<file path="config.mk">
export PLATFORM = sky130hd
export DESIGN_NAME = sysclk_prescale_sleep_ctrl
export DESIGN_NICKNAME = d
export VERILOG_FILES = /design/src/sysclk_pkg.sv /design/src/sysclk_prescale_sleep_ctrl.sv
export SDC_FILE = /design/constraint.sdc
export NUM_CORES = 1
export LEC_CHECK = 0
export BUFFER_PORTS_ARGS = -buffer_cell sky130_fd_sc_hd__buf_4
export CAP_MARGIN = 20
export CORE_MARGIN = 1
export CORE_UTILIZATION = 56
export CTS_CLUSTER_DIAMETER = 50
export CTS_CLUSTER_SIZE = 8
export DETAILED_ROUTE_END_ITERATION = 8
export PLACE_DENSITY = 0.83
export SLEW_MARGIN = 20
export SYNTH_ARGS = -nofsm -noshare
export SYNTH_HDL_FRONTEND = slang
export SYNTH_SLANG_ARGS = --single-unit
</file>
<file path="constraint.sdc">
create_clock -name clk -period 4.5 [get_ports clk]
set_input_delay 0.675 -clock clk [delete_from_list [all_inputs] [get_ports clk]]
set_output_delay 0.675 -clock clk [all_outputs]
set_load 0.1 [all_outputs]
</file>
<file path="src/sysclk_pkg.sv">
// Constants, field layouts and carrier types for the clock and sleep control block
package sysclk_pkg;

  // ------------------------------------------------------------
  // Register map (byte addresses)
  // ------------------------------------------------------------
  localparam int          AXI_ADDR_W                   = 8;
  localparam int          AXI_DATA_W                   = 32;
  localparam logic [7:0]  CLOCK_DIVIDER_CONTROL_OFFSET = 8'h00;
  localparam logic [7:0]  SLEEP_CONTROL_OFFSET         = 8'h04;
  localparam logic [7:0]  PORT_CONFIG_OFFSET           = 8'h08;
  localparam logic [7:0]  STATUS_OFFSET                = 8'h0c;

  // ------------------------------------------------------------
  // Field positions
  // ------------------------------------------------------------
  localparam int          DIVIDER_CHANGE_ENABLE_BIT    = 7;
  localparam int          DIVISION_SELECT_LSB          = 0;
  localparam int          DIVISION_SELECT_W            = 4;
  localparam int          SLEEP_ENABLE_BIT             = 0;
  localparam int          MODE_SELECT_LSB              = 1;
  localparam int          MODE_SELECT_W                = 3;
  localparam int          OSC_ENABLE_BIT               = 0;
  localparam int          EXT_CLOCK_BIT                = 1;
  localparam int          STATUS_PHASE_LSB             = 4;
  localparam int          STATUS_ACTIVE_DIV_LSB        = 0;

  // ------------------------------------------------------------
  // Reset and special values
  // ------------------------------------------------------------
  localparam logic [3:0]  DIVISION_SELECT_RESET        = 4'h0;
  localparam logic [3:0]  DIVISION_SELECT_FUSED        = 4'h3;
  localparam logic [3:0]  DIVISION_SELECT_MAX          = 4'h8;
  localparam logic [7:0]  UNLOCK_PATTERN               = 8'h80;
  localparam logic [3:0]  SLEEP_CONTROL_RESET          = 4'h0;
  localparam logic [1:0]  RESP_OKAY                    = 2'h0;
  localparam logic [1:0]  RESP_SLVERR                  = 2'h2;

  // ------------------------------------------------------------
  // Sleep mode codes
  // ------------------------------------------------------------
  localparam logic [2:0]  MODE_IDLE                    = 3'h0;
  localparam logic [2:0]  MODE_NOISE_REDUCTION         = 3'h1;
  localparam logic [2:0]  MODE_POWER_DOWN              = 3'h2;
  localparam logic [2:0]  MODE_POWER_SAVE              = 3'h3;
  localparam logic [2:0]  MODE_STANDBY                 = 3'h6;

  // ------------------------------------------------------------
  // Timing
  // ------------------------------------------------------------
  localparam int          CLK_PERIOD_NS                = 20;
  localparam logic [2:0]  CHANGE_WINDOW_CYCLES         = 3'h4;
  localparam logic [2:0]  WAKE_HOLD_CYCLES             = 3'h4;
  localparam int          STARTUP_CK                   = 6;
  localparam logic [1:0]  STRAP_SETTLE_CYCLES          = 2'h2;

  // ------------------------------------------------------------
  // Carrier types
  // ------------------------------------------------------------
  typedef enum logic [1:0] {PH_RUN, PH_SLEEP, PH_START, PH_HOLD} sleep_phase_t;

  typedef struct packed {
    logic                  awvalid;
    logic [AXI_ADDR_W-1:0] awaddr;
    logic                  wvalid;
    logic [AXI_DATA_W-1:0] wdata;
    logic [3:0]            wstrb;
    logic                  bready;
    logic                  arvalid;
    logic [AXI_ADDR_W-1:0] araddr;
    logic                  rready;
  } axi_req_t;

  typedef struct packed {
    logic                  awready;
    logic                  wready;
    logic                  bvalid;
    logic [1:0]            bresp;
    logic                  arready;
    logic                  rvalid;
    logic [AXI_DATA_W-1:0] rdata;
    logic [1:0]            rresp;
  } axi_rsp_t;

  typedef struct packed {
    logic core_clock;
    logic program_memory_clock;
    logic peripheral_clock;
    logic converter_clock;
    logic async_clock;
  } clock_gates_t;

endpackage

</file>
<file path="src/sysclk_prescale_sleep_ctrl.sv">
// System clock prescaler, clock output, slow oscillator pin sharing and sleep control
//
// Decided for this implementation: the placing of the registers and the AXI4-Lite register port.
`timescale 1ns/1ps

module sysclk_prescale_sleep_ctrl #(
  parameter int STARTUP_CYCLES = sysclk_pkg::STARTUP_CK
) (
  input  wire logic                    clk,
  input  wire logic                    rst_b,
  input  wire logic                    clk_en,
  input  wire sysclk_pkg::axi_req_t    axi_req,
  output sysclk_pkg::axi_rsp_t         axi_rsp,
  input  wire logic                    clock_output_fuse,
  input  wire logic                    divide_by_eight_fuse,
  input  wire logic                    sleep_instr,
  input  wire logic                    wake_irq,
  input  wire logic                    adc_enabled,
  output logic                         system_clock_output_pin,
  output logic                         system_clock_output_oe,
  output logic                         port_g_bit_four_free,
  output logic                         port_g_bit_three_free,
  output logic                         sys_tick,
  output sysclk_pkg::clock_gates_t     clock_gates,
  output logic                         core_halted,
  output logic                         wake_resume,
  output logic                         adc_start_conversion
);

  // ------------------------------------------------------------
  // State
  // ------------------------------------------------------------
  typedef struct packed {
    logic                              aw_got;
    logic [sysclk_pkg::AXI_ADDR_W-1:0] aw_addr;
    logic                              w_got;
    logic [sysclk_pkg::AXI_DATA_W-1:0] w_data;
    logic [3:0]                        w_strb;
    logic                              bvalid;
    logic [1:0]                        bresp;
    logic                              rvalid;
    logic [sysclk_pkg::AXI_DATA_W-1:0] rdata;
    logic [1:0]                        rresp;
    logic [1:0]                        strap_cnt;
    logic                              strap_s1;
    logic                              strap_s2;
    logic [3:0]                        div_sel;
    logic                              change_enable;
    logic [2:0]                        change_cnt;
    logic [3:0]                        active_div;
    logic [7:0]                        div_cnt;
    logic                              div_clk;
    logic [3:0]                        sleep_ctrl;
    logic                              osc_enable;
    logic                              ext_clock;
    sysclk_pkg::sleep_phase_t          phase;
    logic [15:0]                       wait_cnt;
    sysclk_pkg::clock_gates_t          gates;
    logic                              wake_resume;
    logic                              adc_start;
  } ctrl_state_t;

  ctrl_state_t st;
  ctrl_state_t next_st;

  localparam logic [15:0] STARTUP_COUNT = 16'(STARTUP_CYCLES);

  // ------------------------------------------------------------
  // Helpers
  // ------------------------------------------------------------
  function automatic sysclk_pkg::clock_gates_t gates_for(input logic [2:0] mode);
    sysclk_pkg::clock_gates_t g;
    g = '0;
    case (mode)
      sysclk_pkg::MODE_IDLE: begin
        g.peripheral_clock = 1'b1;
        g.converter_clock  = 1'b1;
        g.async_clock      = 1'b1;
      end
      sysclk_pkg::MODE_NOISE_REDUCTION: begin
        g.converter_clock = 1'b1;
        g.async_clock     = 1'b1;
      end
      sysclk_pkg::MODE_POWER_SAVE: begin
        g.async_clock = 1'b1;
      end
      default: begin
        g = '0;
      end
    endcase
    return g;
  endfunction

  function automatic logic mode_legal(input logic [2:0] mode);
    return (mode == sysclk_pkg::MODE_IDLE) || (mode == sysclk_pkg::MODE_NOISE_REDUCTION) ||
           (mode == sysclk_pkg::MODE_POWER_DOWN) || (mode == sysclk_pkg::MODE_POWER_SAVE) ||
           (mode == sysclk_pkg::MODE_STANDBY);
  endfunction

  // Reserved codes divide by the largest legal factor
  function automatic logic [3:0] clamp_div(input logic [3:0] sel);
    return (sel > sysclk_pkg::DIVISION_SELECT_MAX) ? sysclk_pkg::DIVISION_SELECT_MAX : sel;
  endfunction

  logic [2:0] cur_mode;
  logic       aw_take;
  logic       w_take;
  logic       ar_take;
  logic       wr_go;
  logic [7:0] wr_addr;
  logic [31:0] wr_data;
  logic       wr_lane0;
  logic [7:0] wr_byte;
  logic [7:0] period_last;
  logic [7:0] cnt_after;
  logic [3:0] div_after;

  assign cur_mode = st.sleep_ctrl[sysclk_pkg::MODE_SELECT_LSB +: sysclk_pkg::MODE_SELECT_W];

  // ------------------------------------------------------------
  // Bus handshake
  // ------------------------------------------------------------
  always_comb begin
    axi_rsp         = '0;
    axi_rsp.awready = clk_en && !st.aw_got && !st.bvalid;
    axi_rsp.wready  = clk_en && !st.w_got && !st.bvalid;
    axi_rsp.bvalid  = st.bvalid;
    axi_rsp.bresp   = st.bresp;
    axi_rsp.arready = clk_en && !st.rvalid;
    axi_rsp.rvalid  = st.rvalid;
    axi_rsp.rdata   = st.rdata;
    axi_rsp.rresp   = st.rresp;
  end

  assign aw_take  = axi_req.awvalid && axi_rsp.awready;
  assign w_take   = axi_req.wvalid && axi_rsp.wready;
  assign ar_take  = axi_req.arvalid && axi_rsp.arready;
  assign wr_go    = (st.aw_got || aw_take) && (st.w_got || w_take);
  assign wr_addr  = st.aw_got ? st.aw_addr : axi_req.awaddr;
  assign wr_data  = st.w_got ? st.w_data : axi_req.wdata;
  assign wr_lane0 = st.w_got ? st.w_strb[0] : axi_req.wstrb[0];
  assign wr_byte  = wr_data[7:0];

  // ------------------------------------------------------------
  // Divider arithmetic
  // ------------------------------------------------------------
  assign period_last = 8'((9'h001 << st.active_div) - 9'h001);
  assign cnt_after   = (st.div_cnt == period_last) ? 8'h00 : 8'(st.div_cnt + 8'h01);
  // New factor takes effect only at a period boundary, so no runt pulse appears
  assign div_after   = (cnt_after == 8'h00) ? clamp_div(st.div_sel) : st.active_div;

  // ------------------------------------------------------------
  // Next state
  // ------------------------------------------------------------
  always_comb begin
    next_st = st;
    next_st.wake_resume = 1'b0;
    next_st.adc_start   = 1'b0;

    // Write channel capture and execution
    if (aw_take) begin
      next_st.aw_got  = 1'b1;
      next_st.aw_addr = axi_req.awaddr;
    end
    if (w_take) begin
      next_st.w_got  = 1'b1;
      next_st.w_data = axi_req.wdata;
      next_st.w_strb = axi_req.wstrb;
    end
    if (st.bvalid && axi_req.bready) begin
      next_st.bvalid = 1'b0;
    end

    // Change window countdown
    if (st.change_enable) begin
      if (st.change_cnt == 3'h1) begin
        next_st.change_enable = 1'b0;
        next_st.change_cnt    = 3'h0;
      end else begin
        next_st.change_cnt = 3'(st.change_cnt - 3'h1);
      end
    end

    if (wr_go && !st.bvalid) begin
      next_st.aw_got = 1'b0;
      next_st.w_got  = 1'b0;
      next_st.bvalid = 1'b1;
      next_st.bresp  = sysclk_pkg::RESP_OKAY;
      case (wr_addr)
        sysclk_pkg::CLOCK_DIVIDER_CONTROL_OFFSET: begin
          if (wr_lane0) begin
            if (wr_byte == sysclk_pkg::UNLOCK_PATTERN) begin
              if (!st.change_enable) begin
                next_st.change_enable = 1'b1;
                next_st.change_cnt    = sysclk_pkg::CHANGE_WINDOW_CYCLES;
              end
              // A rewrite inside the window keeps the running countdown
            end else if (st.change_enable && !wr_byte[sysclk_pkg::DIVIDER_CHANGE_ENABLE_BIT]) begin
              next_st.div_sel       = wr_byte[sysclk_pkg::DIVISION_SELECT_LSB +:
                                              sysclk_pkg::DIVISION_SELECT_W];
              next_st.change_enable = 1'b0;
              next_st.change_cnt    = 3'h0;
            end
          end
        end
        sysclk_pkg::SLEEP_CONTROL_OFFSET: begin
          if (wr_lane0) begin
            next_st.sleep_ctrl = wr_byte[3:0];
          end
        end
        sysclk_pkg::PORT_CONFIG_OFFSET: begin
          if (wr_lane0) begin
            next_st.osc_enable = wr_byte[sysclk_pkg::OSC_ENABLE_BIT];
            next_st.ext_clock  = wr_byte[sysclk_pkg::EXT_CLOCK_BIT];
          end
        end
        sysclk_pkg::STATUS_OFFSET: begin
          next_st.bresp = sysclk_pkg::RESP_OKAY;
        end
        default: begin
          next_st.bresp = sysclk_pkg::RESP_SLVERR;
        end
      endcase
    end

    // Read channel
    if (st.rvalid && axi_req.rready) begin
      next_st.rvalid = 1'b0;
    end
    if (ar_take) begin
      next_st.rvalid = 1'b1;
      next_st.rresp  = sysclk_pkg::RESP_OKAY;
      next_st.rdata  = '0;
      case (axi_req.araddr)
        sysclk_pkg::CLOCK_DIVIDER_CONTROL_OFFSET: begin
          next_st.rdata[sysclk_pkg::DIVIDER_CHANGE_ENABLE_BIT] = st.change_enable;
          next_st.rdata[3:0] = st.div_sel;
        end
        sysclk_pkg::SLEEP_CONTROL_OFFSET: begin
          next_st.rdata[3:0] = st.sleep_ctrl;
        end
        sysclk_pkg::PORT_CONFIG_OFFSET: begin
          next_st.rdata[sysclk_pkg::OSC_ENABLE_BIT] = st.osc_enable;
          next_st.rdata[sysclk_pkg::EXT_CLOCK_BIT]  = st.ext_clock;
        end
        sysclk_pkg::STATUS_OFFSET: begin
          next_st.rdata[sysclk_pkg::STATUS_ACTIVE_DIV_LSB +: 4] = st.active_div;
          next_st.rdata[sysclk_pkg::STATUS_PHASE_LSB +: 2]      = st.phase;
        end
        default: begin
          next_st.rresp = sysclk_pkg::RESP_SLVERR;
        end
      endcase
    end

    // Strap is loaded once the second stage holds the fuse, one edge after settling
    next_st.strap_s1 = divide_by_eight_fuse;
    next_st.strap_s2 = st.strap_s1;
    if (!(&st.strap_cnt)) begin
      next_st.strap_cnt = 2'(st.strap_cnt + 2'h1);
      if (st.strap_cnt == sysclk_pkg::STRAP_SETTLE_CYCLES) begin
        next_st.div_sel = st.strap_s2 ? sysclk_pkg::DIVISION_SELECT_FUSED
                                      : sysclk_pkg::DIVISION_SELECT_RESET;
      end
    end

    // Shared divider for all synchronous clock domains
    next_st.div_cnt    = cnt_after;
    next_st.active_div = div_after;
    if (div_after == 4'h0) begin
      next_st.div_cnt = 8'h00;
      next_st.div_clk = 1'b1;
    end else begin
      // High during the first half of each divided period
      next_st.div_clk = (cnt_after < 8'(9'h001 << (div_after - 4'h1)));
    end

    // Sleep sequencing
    case (st.phase)
      sysclk_pkg::PH_RUN: begin
        next_st.gates = '1;
        if (sleep_instr && st.sleep_ctrl[sysclk_pkg::SLEEP_ENABLE_BIT] &&
            mode_legal(cur_mode)) begin
          next_st.phase = sysclk_pkg::PH_SLEEP;
          next_st.gates = gates_for(cur_mode);
          next_st.adc_start = adc_enabled && ((cur_mode == sysclk_pkg::MODE_IDLE) ||
                              (cur_mode == sysclk_pkg::MODE_NOISE_REDUCTION));
        end
      end
      sysclk_pkg::PH_SLEEP: begin
        if (wake_irq) begin
          if ((cur_mode == sysclk_pkg::MODE_IDLE) ||
              (cur_mode == sysclk_pkg::MODE_NOISE_REDUCTION) || (STARTUP_COUNT == 16'h0000)) begin
            next_st.phase    = sysclk_pkg::PH_HOLD;
            next_st.wait_cnt = 16'(sysclk_pkg::WAKE_HOLD_CYCLES);
            next_st.gates    = '1;
            next_st.gates.core_clock           = 1'b0;
            next_st.gates.program_memory_clock = 1'b0;
          end else begin
            next_st.phase    = sysclk_pkg::PH_START;
            next_st.wait_cnt = STARTUP_COUNT;
          end
        end
      end
      sysclk_pkg::PH_START: begin
        if (st.wait_cnt == 16'h0001) begin
          next_st.phase    = sysclk_pkg::PH_HOLD;
          next_st.wait_cnt = 16'(sysclk_pkg::WAKE_HOLD_CYCLES);
          next_st.gates    = '1;
          next_st.gates.core_clock           = 1'b0;
          next_st.gates.program_memory_clock = 1'b0;
        end else begin
          next_st.wait_cnt = 16'(st.wait_cnt - 16'h0001);
        end
      end
      sysclk_pkg::PH_HOLD: begin
        if (st.wait_cnt == 16'h0001) begin
          // Only clocks were stopped, so core and memory contents carry on
          next_st.phase       = sysclk_pkg::PH_RUN;
          next_st.wait_cnt    = 16'h0000;
          next_st.gates       = '1;
          next_st.wake_resume = 1'b1;
        end else begin
          next_st.wait_cnt = 16'(st.wait_cnt - 16'h0001);
        end
      end
      default: begin
        next_st.phase = sysclk_pkg::PH_RUN;
        next_st.gates = '1;
      end
    endcase
  end

  // ------------------------------------------------------------
  // Registers
  // ------------------------------------------------------------
  // Chip reset returns the sequencer to run from the reset vector
  always_ff @(posedge clk or negedge rst_b) begin
    if (!rst_b) begin
      st            <= '0;
      st.div_sel    <= sysclk_pkg::DIVISION_SELECT_RESET;
      st.active_div <= sysclk_pkg::DIVISION_SELECT_RESET;
      st.div_clk    <= 1'b1;
      st.sleep_ctrl <= sysclk_pkg::SLEEP_CONTROL_RESET;
      st.phase      <= sysclk_pkg::PH_RUN;
      st.gates      <= '1;
    end else if (clk_en) begin
      st <= next_st;
    end
  end

  // ------------------------------------------------------------
  // Outputs
  // ------------------------------------------------------------
  // Fuse is static, so the pin works straight through reset
  assign system_clock_output_oe  = clock_output_fuse;
  assign system_clock_output_pin = clock_output_fuse &&
                                   ((st.active_div == 4'h0) ? clk : st.div_clk);

  assign port_g_bit_four_free  = !st.osc_enable && !st.ext_clock;
  assign port_g_bit_three_free = !st.osc_enable || st.ext_clock;

  assign sys_tick             = clk_en && (st.div_cnt == 8'h00);
  assign clock_gates          = st.gates;
  assign core_halted          = (st.phase != sysclk_pkg::PH_RUN);
  assign wake_resume          = st.wake_resume;
  assign adc_start_conversion = st.adc_start;

endmodule

</file>
Yosys cells after proc, flatten, opt, wreduce, memory -nomap -nowiden
Cells that the tools add are included.
{ "op_classes": {"addsub": 6, "order_cmp": 2, "eq_ne": 23, "shifts": 2, "n_mux": 56, "bitwise": 1, "n_reduce_logical": 66} }
{ "op_table": {"columns": ["operator", "count"], "rows": [
  ["$mux W8", 8],
  ["$pmux W16 S3", 1],
  ["$mux W37", 1],
  ["$mux W35", 1],
  ["$eq A8 B4 Y1 const B", 4],
  ["$logic_not A8 Y1", 4],
  ["$mux W16", 2],
  ["$mux W4", 8],
  ["$mux W23", 1],
  ["$pmux W5 S4", 1],
  ["$reduce_and A2 Y1", 10],
  ["$logic_and A1 B1 Y1", 19],
  ["$mux W17", 1],
  ["$eq A16 B1 Y1 const B", 1],
  ["$eq A8 B3 Y1 const B", 2],
  ["$pmux W2 S4", 2],
  ["$shl A1 B4 Y8 const A", 2],
  ["$sub A16 B1 Y16 const B", 1],
  ["$mux W1", 15],
  ["$mux W5", 3],
  ["$mux W2", 7],
  ["$ne A2 B2 Y1 const B", 5],
  ["$reduce_and A5 Y1", 2],
  ["$reduce_bool A2 Y1", 5],
  ["other kinds (30)", 50]
]} }
{ "word_totals": {"ff_bits": 115, "inputBits": 65, "out_inout_bits": 54, "wordCells": 187} }

Depth between registers and ports, before layout
{ "logic_depth": {"ltp_word": 10, "ltp_mapped": 21, "ltp_nobuf": 18} }

==> flow_summary_export.csv <==
group,metric,value,unit
grt,grt_util_all_layers,25.3,%
critical_path,critPathMaxFanout,16,
synthesis,synth-main-ff-cell,"dfrtp_1",
drt,firstDrtPassIters,5,
drt,wl_per_cell,15.8,um
grt,grt_antenna_before_repair,0,
die,ios,119,
drt,vias,4482,
clock_network,clock_latency,0.47,ns
critical_path,worst-path-buf-inv,0,
synthesis,synth_top_family_by_area,"simple AND/OR/NAND/NOR gates",
layout,area_growth,9.76,%
drt,drt-total-wl,12200,um
critical_path,cp.required,4.90,ns
timing,fin_crit,4.13,ns
clock_network,cts_setup_buffers,0,
synthesis,synth_area_leaders,"dfrtp_1 36%, mux2_2 6.5%, buf_4 5.9%",
synthesis,yosys.area_share.simple,19.2,%
drt,ant_nets,0,
power_and_ir_drop,irDropWorstVdd,539,uV
layout,layout.nets,723,
clock_network,cts_tree,"yes",
drt,drc,0,
synthesis,synth_cells,601,
layout,post-route-cell-area,6120,sq um
critical_path,critPathKind,"flop to flop",
timing,setup_viol,0,
layout,drive_gt1_share,23.4,%
timing,fmax,0.242,GHz
timing,drv_slew,0,
layout,fillCellCount,785,
grt,grt_pass1_wl,20200,um
synthesis,synthArstFlopShare,100,%
critical_path,start_kind,"flop",
flow_run,cap_violations,0,
critical_path,crit_path_end_kind,"flop",
timing,finalClockSkew,0.00930,ns
synthesis,synthTopCellsByCount,"80 x dfrtp_1, 66 x nor2_1, 47 x nand2_1",
die,die_h,102,um
timing,hold_violations,0,
placed_design,place_ws,0.214,ns
timing,maxSlewHeadroom,36.1,%
critical_path,max_stage_delay,0.56,ns
grt,overflow,0,
placed_design,io_buffers,64,
die,initial_core_util,57.3,%
critical_path,cp_top_family,"compound AO/OA/AOI/OAI gates",
synthesis,synth_top_area_cell,"dfrtp_1",
critical_path,crit_path_cell_trace,"nor2_2 -> nand2_1 -> ha_2 -> nor4b_1 -> a21oi_1 -> o22ai_1 -> a2111o_1 -> o21a_2 -> nor4b_1 -> a41oi_1 -> ha_1 -> a211o_1 -> o22a_1 -> a31oi_1 -> a21oi_1 -> and2_1 -> o22ai_1",
clock_network,path_clk_slew,0.10,ns
synthesis,synth.top_cell.area_share,35.9,%
synthesis,synth-xor-area-share,3.46,%
placed_design,dp_hpwl,8700,um
timing,post-route-period-util,91.9,%
timing,worstMarginPinSlew,0.955,ns
die,core,9730,sq um
layout,diodes,0,
synthesis,synth_adder_area_share,4.71,%
power_and_ir_drop,power.total,3.95,mW
synthesis,netlist_area,5570,sq um
synthesis,synth-seq-cells,85,
synthesis,synth.area.mux_share,9.43,%
synthesis,syn_area_per_cell,9.27,sq um
critical_path,crit_slowest_cell,"dfrtp_1",
placed_design,place_area,5850,sq um
synthesis,synth-compound-area-share,13.8,%
die,design.die.area,10400,sq um
min_path,hold_class,"primary input to asynchronous set/reset pin",
grt,first_global_vias,4298,
power_and_ir_drop,p_leak,2.78,nW
synthesis,ys_seq_area_share,38.3,%
synthesis,synth_cell_types,74,
timing,holdWs,0.252,ns
timing,setup_slack,0.366,ns
timing,rsz0062_at_grt,"false",
outcome,status,"finished, final reports clean",
grt,grt_max_degree,86,
die,dieWidth,102,um
synthesis,ys_warn_count,0,
timing,setup-tns-final,0,ns
critical_path,arrival,4.53,ns
synthesis,synthMostInstantiatedCell,"dfrtp_1",
drt,viasPerCell,5.78,
drt,drtIter0Drc,266,
power_and_ir_drop,power_density,646,nW/um^2
die,rows,36,
synthesis,synth_edf_count,0,
placed_design,routabilityCongestion,0.869,
## repair_timing
action                     4_1_cts  5_1_grt
gates resized for setup          0        7
setup endpoints to repair        0        1
hold buffers                     0        0
## flip-flops by register name, summed over array words and instances, names as in the netlist
signal                cells
clock_gates               4
wake_resume               1
st                       64
next_st                   1
adc_start_conversion      1
axi_rsp                  11
cur_mode                  3
## kinds of logic after synthesis
group           after synthesis
compound gates              116
fa+ha+maj                    21
mux                          46
other cells                   1
buf+inv                     104
flops                        85
simple gates                206
xor+xnor                     22
## worst paths after layout
kind / slack, ns / start / cells past startpoint / endpoint
worst max register to register: 0.37 / st[42]$_DFFE_PN0P_ / 17 / st[31]$_DFFE_PN1P_
min in group clk: 0.44 / axi_req[16] / 3 / st[99]$_DFFE_PN0P_
worst min-delay path: 0.25 / rst_b / 1 / adc_start_conversion$_DFFE_PN0P_
worst min register to register: 0.49 / axi_rsp[4]$_DFFE_PN0P_ / 2 / axi_rsp[4]$_DFFE_PN0P_
max in group asynchronous: 3.71 / rst_b / 1 / st[43]$_DFFE_PN0P_
worst max-delay path: 0.37 / st[42]$_DFFE_PN0P_ / 17 / st[31]$_DFFE_PN1P_
## placed cells by master (no fill, tap or decap), drive strengths merged, types with 3 or more instances in the layout
master | Yosys | routed
a211oi | 3 | 3
a21o | 3 | 3
a21oi | 22 | 22
a31oi | 10 | 10
a41oi | 3 | 3
and2 | 4 | 4
buf | 55 | 67
clkbuf | 16 | 12
conb | 1 | 27
dfrtp | 80 | 80
dfstp | 5 | 5
ha | 21 | 21
inv | 33 | 36
mux2 | 32 | 32
mux2i | 12 | 12
nand2 | 47 | 47
nand2b | 12 | 12
nand3 | 5 | 5
nand4 | 7 | 7
nor2 | 66 | 66
nor2b | 4 | 4
nor3 | 22 | 22
nor3b | 4 | 4
nor4 | 10 | 10
nor4b | 6 | 6
o21ai | 36 | 36
o22a | 3 | 3
o22ai | 8 | 8
o2bb2ai | 3 | 3
o32ai | 3 | 3
or2 | 3 | 3
xnor2 | 18 | 18
xor2 | 4 | 4
## power breakdown
| group | switching, mW | internal [mW] |
|---|---|---|
| combinational | 1.24 | 0.725 |
| sequential | 0.298 | 1.02 |
| clock | 0.339 | 0.326 |
| total | 1.88 | 2.08 |
## stage by stage
step	utilization, %	cells
final	62.9	775
after global routing	62.9	775
after CTS	62.7	775
after detailed placement	60.1	756
after global placement	60.1	756
after floorplan	-	627
## routing by layer
layer	up-vias	routed length, um	track usage (%)
met2	177	5860	39.9
met3	31	766	7.38
li1	2115	-	-
met4	0	293	11.4
met1	2159	5290	32.3
met5	-	0	0
## layout make-up
type / instances / area, sq um / area share (%)
multi-input cells: 438 / 2940 / 48.0
inverters: 33 / 124 / 2.02
repair buffers: 66 / 499 / 8.16
clock buffers: 13 / 173 / 2.82
clock inverters: 7 / 82.6 / 1.35
well taps: 133 / 166 / 2.72
flip-flops and latches: 85 / 2130 / 34.9
No activity file was read; power rests on OpenSTA's default activity.
